$ cat src/hw/arop_pkg.sv
// Constants shared by the converter result output port.
// Assumes a 200 MHz system clock and pins that arrive asynchronously.
//
// Notes on behaviour
// [RQ1] Port select low drives upper shared pins as parallel bits, high as serial.
// [RQ2] In serial mode the top four parallel outputs are released.
// [RQ3] Serial data leaves the shift register MSB first with the bit clock.
// [RQ4] Code format select picks straight binary or twos complement output.
// [RQ5] Internal clock: each data bit is stable over both bit clock edges.
// [RQ6] External clock, no invert: data changes on rising edge, read on falling.
// [RQ7] External clock, invert: data changes on falling edge, read on rising.
// [RQ8] Bit clock pin is driven out for internal clock, input for external.
// [RQ9] Internal clock: frame marker asserted from read start while data is valid.
// [RQ10] External clock: read unfinished at next conversion end pulses error flag.
// [RQ11] Busy rises at conversion start, falls once the result is latched.
// [RQ12] Host may use busy falling edge as a data ready event.
// [RQ13] Output bus enabled only while chip select and read are both low.
// [RQ14] External clock edges are ignored unless chip select is low.
// [RQ15] Reset input high resets the port and aborts any conversion.
// [RQ16] Clock source low is master with clock out, high is gated slave.
// [RQ17] Frame marker polarity low gives active high marker, high active low.
// [RQ18] Master read timing high sends previous result during conversion.
// [RQ19] Falling edge on convert start holds the sample and starts conversion.
// [RQ20] Each serial frame carries exactly sixteen bits, one per clock period.

package arop_pkg;

    // Clock and timing figures
    localparam int CLK_PERIOD_PS = 5000;
    localparam int CONV_TIME_NS  = 750;
    localparam int SCLK_QTR_NS   = 10;
    localparam int RDERR_TIME_NS = 40;
    localparam logic [7:0] CONV_CYCLES =
        8'((CONV_TIME_NS * 1000 + CLK_PERIOD_PS - 1) / CLK_PERIOD_PS);
    localparam logic [3:0] QTR_CYCLES =
        4'((SCLK_QTR_NS * 1000 + CLK_PERIOD_PS - 1) / CLK_PERIOD_PS);
    localparam logic [3:0] RDERR_CYCLES =
        4'((RDERR_TIME_NS * 1000 + CLK_PERIOD_PS - 1) / CLK_PERIOD_PS);

    // Result and frame sizes
    localparam int          RESULT_BITS = 16;
    localparam logic [4:0]  FRAME_BITS  = 5'h10;
    localparam logic [4:0]  LAST_BIT    = 5'h0F;
    localparam logic [15:0] RESULT_RST  = 16'h0000;

    // Shared pin positions in serial mode
    localparam int PIN_SDATA = 8;
    localparam int PIN_SCLK  = 9;
    localparam int PIN_FRAME = 10;
    localparam int PIN_RDERR = 11;

    // Index of each input in the synchroniser vector
    localparam int SI_CNV  = 0;
    localparam int SI_CS   = 1;
    localparam int SI_RD   = 2;
    localparam int SI_SCLK = 3;
    localparam int SI_RST  = 4;
    localparam int SI_SER  = 5;
    localparam int SI_FMT  = 6;
    localparam int SI_SRC  = 7;
    localparam int SI_FINV = 8;
    localparam int SI_CINV = 9;
    localparam int SI_RTS  = 10;
    localparam int SI_W    = 11;
    // Start, chip select and read idle high
    localparam logic [SI_W-1:0] SYNC_RST = 11'h007;

    // Conversion sequencer states
    typedef enum logic [1:0] {
        CV_IDLE = 2'b00,
        CV_RUN  = 2'b01
    } arop_conv_e;

    // Master serial frame states
    typedef enum logic [1:0] {
        SR_IDLE  = 2'b00,
        SR_SHIFT = 2'b01,
        SR_DONE  = 2'b11
    } arop_ser_e;

endpackage : arop_pkg

$ cat src/hw/arop_sync.sv
// Two flip-flop synchroniser for a vector of independent pin levels.
// Assumes every bit is a slow level or a clock far below clk.
`timescale 1ns/1ps
`default_nettype none

module arop_sync
#(
    parameter int              WIDTH   = 1,
    parameter logic [WIDTH-1:0] RST_VAL = '0
)
(
    input  wire logic             clk,
    input  wire logic             sys_rst,
    input  wire logic [WIDTH-1:0] async_in,
    output logic      [WIDTH-1:0] sync_out
);

    // One pair of flops per bit; the first stage feeds only the second
    genvar gi;
    generate
        for (gi = 0; gi < WIDTH; gi++)
        begin : g_bit
            logic meta_ff;
            always_ff @(posedge clk or posedge sys_rst)
            begin
                if (sys_rst)
                begin
                    meta_ff     <= RST_VAL[gi];
                    sync_out[gi] <= RST_VAL[gi];
                end
                else
                begin
                    meta_ff     <= async_in[gi];
                    sync_out[gi] <= meta_ff;
                end
            end
        end
    endgenerate

endmodule : arop_sync
`default_nettype wire

$ cat src/hw/arop_top.sv
// Result output port of a 16-bit converter: busy, parallel and serial port.
// Assumes the conversion core presents its code on core_code in clk domain;
// all pins are asynchronous and are synchronised before use.
`timescale 1ns/1ps
`default_nettype none

module arop_top
    import arop_pkg::*;
(
    input  wire logic        clk,
    input  wire logic        sys_rst,
    input  wire logic        convert_start_n,
    input  wire logic        cs_n,
    input  wire logic        rd_n,
    input  wire logic        device_reset_req,
    input  wire logic        port_mode_select,
    input  wire logic        code_format_select,
    input  wire logic        clock_source_select,
    input  wire logic        frame_marker_polarity,
    input  wire logic        bit_clock_invert,
    input  wire logic        read_timing_select,
    input  wire logic        sclk_pin_in,
    input  wire logic [15:0] core_code,
    output logic             busy,
    output logic      [15:0] pin_out,
    output logic      [15:0] pin_oe
);

    // Synchronised pin levels
    logic [SI_W-1:0] pin_s;
    arop_sync #(.WIDTH(SI_W), .RST_VAL(SYNC_RST)) u_sync (
        .clk      (clk),
        .sys_rst  (sys_rst),
        .async_in ({read_timing_select, bit_clock_invert,
                    frame_marker_polarity, clock_source_select,
                    code_format_select, port_mode_select, device_reset_req,
                    sclk_pin_in, rd_n, cs_n, convert_start_n}),
        .sync_out (pin_s)
    );

    // State
    arop_conv_e  conv_state_ff;
    arop_ser_e   ser_state_ff;
    logic [7:0]  conv_cnt_ff;
    logic        busy_ff;
    logic [15:0] result_ff;
    logic [15:0] shift_ff;
    logic        sout_ff;
    logic [4:0]  bit_cnt_ff;
    logic [3:0]  qtr_div_ff;
    logic [1:0]  qtr_ph_ff;
    logic        fresh_ff;
    logic [3:0]  err_cnt_ff;
    logic        cnv_prev_ff;
    logic        sclk_prev_ff;

    // Decoded pin levels and modes
    wire rst_req    = pin_s[SI_RST];
    wire cs_s       = pin_s[SI_CS];
    wire ser_mode   = pin_s[SI_SER];
    wire slave_sel  = pin_s[SI_SRC];
    wire fmt_s      = pin_s[SI_FMT];
    wire finv_s     = pin_s[SI_FINV];
    wire cinv_s     = pin_s[SI_CINV];
    wire rts_s      = pin_s[SI_RTS];
    wire master_ser = ser_mode & ~slave_sel;
    wire slave_ser  = ser_mode & slave_sel;
    // [RQ13] bus enable gate
    wire bus_en     = ~cs_s & ~pin_s[SI_RD];
    wire par_en     = bus_en & ~ser_mode;
    wire ser_en     = bus_en & ser_mode;

    // Edge detection on the synchronised start and bit clock
    // [RQ19] start on falling edge
    wire cnv_fall   = cnv_prev_ff & ~pin_s[SI_CNV];
    wire sclk_rise  = pin_s[SI_SCLK] & ~sclk_prev_ff;
    wire sclk_fall  = ~pin_s[SI_SCLK] & sclk_prev_ff;
    // [RQ6] [RQ7] active edge per invert
    wire act_edge   = cinv_s ? sclk_fall : sclk_rise;
    // [RQ14] edges count only with chip select low
    wire slv_edge   = slave_ser & ~cs_s & act_edge;

    // Conversion sequencing
    wire conv_idle  = (conv_state_ff == CV_IDLE);
    wire conv_start = cnv_fall & conv_idle & ~rst_req;
    wire conv_end   = (conv_state_ff == CV_RUN) &
                      (conv_cnt_ff == 8'h01) & ~rst_req;
    // [RQ4] offset binary when high, twos complement when low
    wire [15:0] fmt_code = {core_code[15] ^ ~fmt_s, core_code[14:0]};

    // Master frame timing
    wire shifting   = (ser_state_ff == SR_SHIFT);
    wire qtr_tick   = (qtr_div_ff == QTR_CYCLES - 4'h1);
    wire m_bit_end  = shifting & qtr_tick & (qtr_ph_ff == 2'h3);
    wire m_last     = m_bit_end & (bit_cnt_ff == LAST_BIT);
    // [RQ16] [RQ18] master read start conditions
    wire m_start    = master_ser & bus_en & (ser_state_ff == SR_IDLE) &
                      fresh_ff & (rts_s | ~busy_ff) & ~rst_req;

    // Slave shifting and incomplete read detection
    wire slv_shift  = slv_edge & (bit_cnt_ff != FRAME_BITS);
    wire rd_started = (bit_cnt_ff != 5'h00) & (bit_cnt_ff != FRAME_BITS);
    // [RQ10] discard an unfinished slave read
    wire slv_load   = conv_end & slave_ser;
    wire slv_discard = slv_load & rd_started;
    wire err_flag   = (err_cnt_ff != 4'h0);

    // Conversion next state
    arop_conv_e nxt_conv_state;
    logic [7:0] nxt_conv_cnt;
    always_comb
    begin
        nxt_conv_state = conv_state_ff;
        nxt_conv_cnt   = conv_cnt_ff;
        unique case (conv_state_ff)
            CV_IDLE:
            begin
                // [RQ19] begin conversion
                if (conv_start)
                begin
                    nxt_conv_state = CV_RUN;
                    nxt_conv_cnt   = CONV_CYCLES;
                end
            end
            CV_RUN:
            begin
                nxt_conv_cnt = conv_cnt_ff - 8'h01;
                if (conv_end)
                    nxt_conv_state = CV_IDLE;
            end
            default:
            begin
                nxt_conv_state = CV_IDLE;
            end
        endcase
        // [RQ15] reset input aborts conversion
        if (rst_req)
        begin
            nxt_conv_state = CV_IDLE;
            nxt_conv_cnt   = 8'h00;
        end
    end

    // Conversion registers; result latched as busy falls
    always_ff @(posedge clk or posedge sys_rst)
    begin
        if (sys_rst)
        begin
            conv_state_ff <= CV_IDLE;
            conv_cnt_ff   <= 8'h00;
            busy_ff       <= 1'b0;
            result_ff     <= RESULT_RST;
            cnv_prev_ff   <= 1'b1;
            sclk_prev_ff  <= 1'b0;
        end
        else
        begin
            conv_state_ff <= nxt_conv_state;
            conv_cnt_ff   <= nxt_conv_cnt;
            // [RQ11] busy follows the running conversion
            busy_ff       <= (nxt_conv_state == CV_RUN);
            result_ff     <= conv_end ? fmt_code : result_ff;
            cnv_prev_ff   <= pin_s[SI_CNV];
            sclk_prev_ff  <= pin_s[SI_SCLK];
        end
    end

    // Master frame next state
    arop_ser_e nxt_ser_state;
    always_comb
    begin
        nxt_ser_state = ser_state_ff;
        unique case (ser_state_ff)
            SR_IDLE:
            begin
                if (m_start)
                    nxt_ser_state = SR_SHIFT;
            end
            SR_SHIFT:
            begin
                // [RQ20] sixteen bits then stop
                if (m_last)
                    nxt_ser_state = SR_DONE;
            end
            SR_DONE:
            begin
                if (!bus_en)
                    nxt_ser_state = SR_IDLE;
            end
            default:
            begin
                nxt_ser_state = SR_IDLE;
            end
        endcase
        if (rst_req || !master_ser)
            nxt_ser_state = SR_IDLE;
    end

    // Shift path selection: reset, slave reload, master load, then shifts
    // [RQ3] MSB first from the shift register
    wire adv      = m_bit_end & ~m_last;
    wire do_shift = adv | slv_shift;
    wire [15:0] nxt_shift =
        rst_req  ? RESULT_RST :
        slv_load ? fmt_code :
        m_start  ? {result_ff[14:0], 1'b0} :
        do_shift ? {shift_ff[14:0], 1'b0} : shift_ff;
    wire nxt_sout =
        rst_req  ? 1'b0 :
        slv_load ? sout_ff :
        m_start  ? result_ff[15] :
        do_shift ? shift_ff[15] : sout_ff;
    wire [4:0] nxt_bit_cnt =
        (rst_req | slv_load | m_start) ? 5'h00 :
        do_shift ? bit_cnt_ff + 5'h01 : bit_cnt_ff;
    // [RQ5] quarter phases keep data still around both clock edges
    wire [3:0] nxt_qtr_div =
        (!shifting || qtr_tick) ? 4'h0 : qtr_div_ff + 4'h1;
    wire [1:0] nxt_qtr_ph =
        !shifting ? 2'h0 : qtr_tick ? qtr_ph_ff + 2'h1 : qtr_ph_ff;
    wire nxt_fresh = conv_end | (fresh_ff & ~m_start & ~rst_req);
    wire [3:0] nxt_err_cnt =
        slv_discard ? RDERR_CYCLES :
        rst_req     ? 4'h0 :
        err_flag    ? err_cnt_ff - 4'h1 : 4'h0;

    // Serial registers
    always_ff @(posedge clk or posedge sys_rst)
    begin
        if (sys_rst)
        begin
            ser_state_ff <= SR_IDLE;
            shift_ff     <= RESULT_RST;
            sout_ff      <= 1'b0;
            bit_cnt_ff   <= 5'h00;
            qtr_div_ff   <= 4'h0;
            qtr_ph_ff    <= 2'h0;
            fresh_ff     <= 1'b0;
            err_cnt_ff   <= 4'h0;
        end
        else
        begin
            ser_state_ff <= nxt_ser_state;
            shift_ff     <= nxt_shift;
            sout_ff      <= nxt_sout;
            bit_cnt_ff   <= nxt_bit_cnt;
            qtr_div_ff   <= nxt_qtr_div;
            qtr_ph_ff    <= nxt_qtr_ph;
            fresh_ff     <= nxt_fresh;
            err_cnt_ff   <= nxt_err_cnt;
        end
    end

    // Serial pin functions
    // [RQ9] [RQ17] marker spans the frame, polarity selectable
    wire frame_pin = shifting ^ finv_s;
    wire sclk_int  = shifting & (qtr_ph_ff == 2'h1 | qtr_ph_ff == 2'h2);
    wire sclk_pin  = sclk_int ^ cinv_s;
    wire [15:0] ser_word = {result_ff[15:12], err_flag, frame_pin,
                            sclk_pin, sout_ff, result_ff[7:0]};

    // Pin drive; [RQ1] parallel or serial use of shared pins
    assign busy    = busy_ff;
    assign pin_out = ser_mode ? ser_word : result_ff;
    // [RQ2] [RQ8] upper bits released, clock pin driven only as master
    assign pin_oe  = {{4{par_en}},
                      par_en | (ser_en & slave_sel),
                      par_en | (ser_en & ~slave_sel),
                      par_en | (ser_en & ~slave_sel),
                      par_en | ser_en,
                      {8{par_en}}};
endmodule : arop_top
`default_nettype wire

$ cat config.mk
export PLATFORM = sky130hd
export DESIGN_NAME = arop_top
export DESIGN_NICKNAME = d
export VERILOG_FILES = /design/src/hw/arop_pkg.sv /design/src/hw/arop_sync.sv /design/src/hw/arop_top.sv
export SDC_FILE = /design/constraint.sdc
export NUM_CORES = 1
export LEC_CHECK = 0
export BUFFER_PORTS_ARGS = -buffer_cell sky130_fd_sc_hd__buf_2
export CORE_MARGIN = 2
export CORE_UTILIZATION = 33
export CTS_CLUSTER_SIZE = 8
export DETAILED_ROUTE_END_ITERATION = 10
export SLEW_MARGIN = 40
export SYNTH_ARGS = -nofsm -noshare
export SYNTH_HDL_FRONTEND = slang
export SYNTH_SLANG_ARGS = --single-unit
$ cat constraint.sdc
create_clock -name clk -period 2.6 [get_ports clk]
set_input_delay 0.13 -clock clk [delete_from_list [all_inputs] [get_ports clk]]
set_output_delay 0.13 -clock clk [all_outputs]
set_load 0.01 [all_outputs]
==> results of run 1 <==
metal layers:
layer | vias to the layer above | share of wire
met5 | - | 0
met3 | 5 | 0.050
met1 | 1347 | 0.46
met4 | 0 | 0.0070
li1 | 1330 | -
met2 | 71 | 0.48
report_power, final:
group | internal, mW | switching [mW]
registers | 1.40 | 0.0448
logic | 0.138 | 0.183
clock network | 0.743 | 0.522
cell usage after synthesis (all sizes together), types with 7 or more instances:
library cell   n  share of area
dfrtp         79           0.48
mux2          17          0.046
a21oi         12          0.014
o21ai         12          0.014
nor2          32          0.029
a22oi         15          0.039
nand3         19          0.023
nand2         22          0.020
o211ai        14          0.037
ha            10          0.030
buf           36          0.070
inv           17          0.015
dfstp          7          0.044
state kept, by name (all words and copies together) (netlist names):
name,flops
fresh_ff,1
ser_state_ff,2
bit_cnt_ff,5
qtr_div_ff,4
sclk_prev_ff,1
u_sync.g_bit.meta_ff,11
conv_cnt_ff,8
busy,1
result_ff,16
qtr_ph_ff,2
conv_state_ff,2
cnv_prev_ff,1
sout_ff,1
u_sync.sync_out,11
shift_ff,16
err_cnt_ff,4
placed cells by master, fill, tap and decap left out, types with 6 or more instances in the layout:
master and instances:
dfrtp_1 79, a21oi_1 12, clkbuf_16 9, buf_2 61
xor2_1 6, dlygate4sd3_1 13, inv_1 16, a22oi_2 10
nand2_1 22, o21ai_0 10, nor2_1 31, ha_1 10
mux2_2 17, buf_4 8, nand3_1 19, dfstp_2 7
xnor2_1 6, o211ai_2 10
logic make-up after synthesis:
family / synth area share
buffers and inverters: 0.08749
xor gates and xnor gates: 0.02526
muxes: 0.05322
AOI/OAI and AO/OA: 0.1335
and+or+nand+nor: 0.1503
adders and majority gates: 0.03007
DFF: 0.5192
other: 0.0009011
path summary, 6_finish.rpt:
| check | from | endpoint | slack (ps) | cells past startpoint |
|---|---|---|---|---|
| max | qtr_div_ff[1] | shift_ff[7] | 360 | 8 |
| min | core_code[2] | shift_ff[2] | 20 | 3 |
| max reg2reg | qtr_div_ff[1] | shift_ff[7] | 360 | 8 |
| min reg2reg | u_sync.g_bit[7].meta_ff | u_sync.sync_out[7] | 350 | 0 |
| max in group asynchronous | sys_rst | err_cnt_ff[1] | 1570 | 4 |
| min in group asynchronous | sys_rst | conv_cnt_ff[3] | 400 | 3 |
cell type report:
type                    instances  area (um^2)  share of cell area
clock buffers                  10        229.0             0.04688
clock inverters                 6        61.31             0.01255
inverters                      17        66.31             0.01358
multi-input cells             218         1637              0.3350
flip-flops and latches         86         2161              0.4424
well taps                     172        215.2             0.04406
repair buffers                 83        515.5              0.1055
worst register-to-register path, stage by stage (launching register included):
cell      delay, ps
dfrtp_1         400
inv_1            60
ha_1            170
nor4bb_1        360
nor3b_4         380
or3_1           320
buf_4           270
a22oi_2          70
o211ai_2        140
through the flow:
step | setup WS, ps | utilization | hold WS [ps] | power (mW)
2_1_floorplan | 259.7 | - | 134.5 | 1.690
3_3_place_gp | 429.5 | 0.3580 | 236.6 | 1.768
3_5_place_dp | 337.9 | 0.3580 | 236.2 | 1.779
4_1_cts | 333.1 | 0.3917 | 18.16 | 3.077
5_1_grt | 121.9 | 0.3919 | 23.20 | 3.177
6_report | 357.8 | 0.3919 | 24.81 | 3.034
==> summary.txt, run 1 <==
Final Hold Vio Count - 0
I/O pins - 62
Max-slew headroom - 0.4995
largest net degree at the start of global routing - 46
GR Util met2 - 0.2047
Die Span Y - 116.3 um
maxcap violations - 0
Final min period - 2242 ps
CP Class - reg -> reg
Via-to-Cell Ratio - 4.650
RSZ-0062 raised after global routing - false
Setup TNS - 0 ps
maximum buffer depth of the clock tree - 2
Req. time, crit path - 2850 ps
post-route ant nets - 0
core area - 0.01247 mm^2
DR WL/cell - 13.98 um
met3 usage - 0.04048
GRT Max-Usage Layer - met2
#FFs+latches synth - 86
Die ar. - 0.01352 mm^2
total grt overflow - 0
vias - 2,753
PortBufs - 61
fin crit share - 0.8624
Final Slew Violations - 0
Max VDD drop - 0.3426 mV
initial drt markers - 144
synth warn - 0
Root Driver - clkbuf_16
top_reg_cell synth - dfrtp_1
row count - 41
GPL Wtd Cong - 0.7405
worst skew pair latency - 340 ps
CTS H-tree lvls - 3
CP startpoint kind - register
Bufs and invs on worst path - 2
Non-Filler Instances - 592
Die Wd - 116.3 um
status - completed
FILL cells - 1,249
initial antenna violation count - 0
hpwl dp - 5739 um
number of synthesized flops with an enable pin - 0
Setup Viol. Count Final - 0
HP Class - in -> reg
Placement Cell Area - 0.004463 mm^2
Post-Synthesis Cells - 359
CP Max Fanout - 10
critical path's top delay family - simple AND/OR/NAND/NOR gates
post-CTS resize count - 0
vias in the first global route - 2,731
Area growth, synth to finish - 17.38%
M1 GR Usage - 0.1796
Power Dens Cells - 621.2 mW/mm^2
TritonCTS Buffers - 9
worst-margin pin slew - 745.2 ps
final WL - 8279 um
CP cell instances - inv_1 > ha_1 > nor4bb_1 > nor3b_4 > or3_1 > buf_4 > a22oi_2 > o211ai_2
Final #Nets - 454
total clock sinks - 86
register area share after synthesis - 0.5192
All-Layer GR Usage - 0.1319
Cells after DPL - 563
Netlist cell types - 56
Post-CTS Hold Fix Bufs - 13
Post-CTS Repair Setup Buffers - 0
Synth Cell Area - 0.004161 mm^2
syn avg cell area - 11.59 um^2
effective utilization at floorplan - 0.3338
router iterations before antenna repair - 4
CP peak stage delay - 400 ps
FFs w/ async S/R, synth - 1.000
fin area - 0.004885 mm^2
CP max stage cell - dfrtp_1
CP arrival - 2500 ps
DRC - 0
Inserted Diodes - 0
Reg clk slew, reported paths - 60 ps
share of cells above drive strength 1 - 0.3357
Mapped Nets - 398
skew final - 11.03 ps
static leakage - 2.185 nW
nature of the critical path endpoint - register
CTS tree - done
global-route wire length before repair - 13,630 um
fmax - 446.0 MHz
No activity file was read; power rests on OpenSTA's default activity.
==> run 2, diff against run 1 <==
--- a/config.mk
+++ b/config.mk
@@ -5,11 +5,12 @@
 export SDC_FILE = /design/constraint.sdc
 export NUM_CORES = 1
 export LEC_CHECK = 0
-export BUFFER_PORTS_ARGS = -buffer_cell sky130_fd_sc_hd__buf_2
 export CORE_MARGIN = 2
 export CORE_UTILIZATION = 33
 export CTS_CLUSTER_SIZE = 8
 export DETAILED_ROUTE_END_ITERATION = 10
+export DONT_BUFFER_PORTS = 1
+export HOLD_SLACK_MARGIN = 0.1
 export SLEW_MARGIN = 40
 export SYNTH_ARGS = -nofsm -noshare
 export SYNTH_HDL_FRONTEND = slang
==> run 2 against run 1 <==
Effect of this change:
- via count shrank 5.0%
- total power down 1.8%
- die area did not move
- fmax decreased by 0.88%
==> summary.txt, run 2 (same netlist as run 1, synthesis figures left out) <==
DR WL/cell - 14.82 um
Die Wd - 116.3 um
Bufs and invs on worst path - 2
CP startpoint kind - register
HP Class - in -> async
Setup Viol. Count Final - 0
Setup TNS - 0 ps
sequential cell area - 0.002161 mm^2
largest registers - result_ff: 16 flops, shift_ff: 16 flops
utilization after layout - 0.3797
hpwl dp - 5574 um
Die ar. - 0.01352 mm^2
GPL Wtd Cong - 0.7448
Final Slew Violations - 0
Final min period - 2262 ps
worst skew pair latency - 350 ps
CP Max Fanout - 10
FILL cells - 1,209
final WL - 8106 um
r2r startpoint - qtr_div_ff[1]
router iterations before antenna repair - 4
M1 GR Usage - 0.1673
worst-margin pin slew - 669.3 ps
Pwr Total - 2.979 mW
CP cell instances - inv_1 > ha_1 > nor4bb_1 > nor3b_4 > or3_1 > buf_4 > a22oi_2 > o211ai_2
Post-CTS Repair Setup Buffers - 0
Max-slew headroom - 0.5538
core area - 0.01247 mm^2
PortBufs - 0
Flop pwr share - 0.489
CP max stage cell - dfrtp_1
static leakage - 1.983 nW
skew final - 12.18 ps
status - completed
largest net degree at the start of global routing - 45
worst r2r dst - shift_ff[8]
worst reg-to-reg path cell count - 8
vias - 2,614
row count - 41
maximum buffer depth of the clock tree - 2
CTS H-tree lvls - 3
fin area - 0.004733 mm^2
nature of the critical path endpoint - register
multi-input logic area - 0.001639 mm^2
Power Dens Cells - 629.5 mW/mm^2
Reg clk slew, reported paths - 70 ps
TritonCTS Buffers - 9
effective utilization at floorplan - 0.3338
total clock sinks - 86
fin crit share - 0.8700
Die Span Y - 116.3 um
post-route ant nets - 0
Root Driver - clkbuf_16
RSZ-0062 raised after global routing - false
Area growth, synth to finish - 13.74%
I/O pins - 62
CP peak stage delay - 400 ps
initial drt markers - 196
CP Class - reg -> reg
fmax - 442.1 MHz
worst setup margin - 338.0 ps
Final Hold Vio Count - 0
post-CTS resize count - 0
highest-count cells in the layout ignoring fill and taps - dfrtp_1, nor2_1, dlygate4sd3_1, nand2_1, nand3_1
Final #Nets - 409
Setup Slack @ Placement - 319.5 ps
GR Util met2 - 0.1934
All-Layer GR Usage - 0.1285
total grt overflow - 0
clock power share - 0.416
most common cell after layout, fill and taps aside - dfrtp_1
critical path's top delay family - simple AND/OR/NAND/NOR gates
global-route wire length before repair - 13,220 um
Via-to-Cell Ratio - 4.779
met3 usage - 0.05138
initial antenna violation count - 0
P_int - 2.201 mW
Inserted Diodes - 0
Comb pwr share - 0.095
DRC - 0
maxcap violations - 0
CP arrival - 2530 ps
reg-to-reg slack, setup - 340 ps
Placement Cell Area - 0.004168 mm^2
Net Sw Frac - 0.2613
P_sw - 0.7784 mW
Req. time, crit path - 2870 ps
vias in the first global route - 2,634
Max VDD drop - 0.5507 mV
GRT Max-Usage Layer - met2
CTS tree - done
share of cells above drive strength 1 - 0.2213
## run 2: changes by cell type in the layout (fill, tap and decap cells not counted), sizes merged
cell,previous run,this run
clkinvlp,1,3
inv,18,19
clkinv,3,1
buf,70,10
bufinv,1,0
dlygate4sd3,13,28
## run 2: stage by stage
stage          hold WS (ps)  instances
2_1_floorplan         134.5        359
3_3_place_gp          134.5        503
3_5_place_dp          134.5        503
4_1_cts               308.8        547
5_1_grt               319.5        547
6_report              302.0        547
## run 2: per-layer routing
layer / vias to the layer above / share of wire
met5: - / 0
met4: 0 / 0.014
met3: 8 / 0.066
met2: 52 / 0.47
met1: 1309 / 0.45
li1: 1245 / -
## run 2: worst max-delay path by stage
stage,start,to,slack [ps],cells past startpoint
2_1_floorplan,sys_rst,bit_cnt_ff[0],260,1
3_3_place_gp,qtr_div_ff[1],shift_ff[3],430,8
3_5_place_dp,qtr_div_ff[1],shift_ff[8],320,8
4_1_cts,qtr_div_ff[1],shift_ff[8],300,8
5_1_grt,qtr_div_ff[1],shift_ff[8],140,8
6_report,qtr_div_ff[1],shift_ff[8],340,8
## run 2: worst reg2reg max path, stage by stage, from the launching register on
cell,delay (ps)
dfrtp_1,400
inv_1,60
ha_1,160
nor4bb_1,370
nor3b_4,360
or3_1,320
buf_4,280
a22oi_2,80
o211ai_2,150
## run 2: cell type report
| class | count | share of cell area |
|---|---|---|
| Timing Repair Buffer | 38 | 0.07772 |
| Clock inverter | 6 | 0.009516 |
| Inverter | 17 | 0.01401 |
| Sequential cell | 86 | 0.4565 |
| Clock buffer | 10 | 0.05049 |
| Tap cell | 172 | 0.04547 |
| Multi-Input combinational cell | 218 | 0.3463 |
## run 2: what timing repair did
item,4_1_cts,5_1_grt
hold buffers,28,0
endpoints found under the setup margin,0,0
hold endpoints to repair,78,0
## run 2: power by group through the flow
stage / Sequential (mW) / Combinational [mW] / Clock [mW]
2_1_floorplan: 1.46 / 0.230 / 0
3_3_place_gp: 1.48 / 0.242 / 0
3_5_place_dp: 1.48 / 0.252 / 0
4_1_cts: 1.46 / 0.291 / 1.27
5_1_grt: 1.47 / 0.325 / 1.32
6_report: 1.46 / 0.284 / 1.24
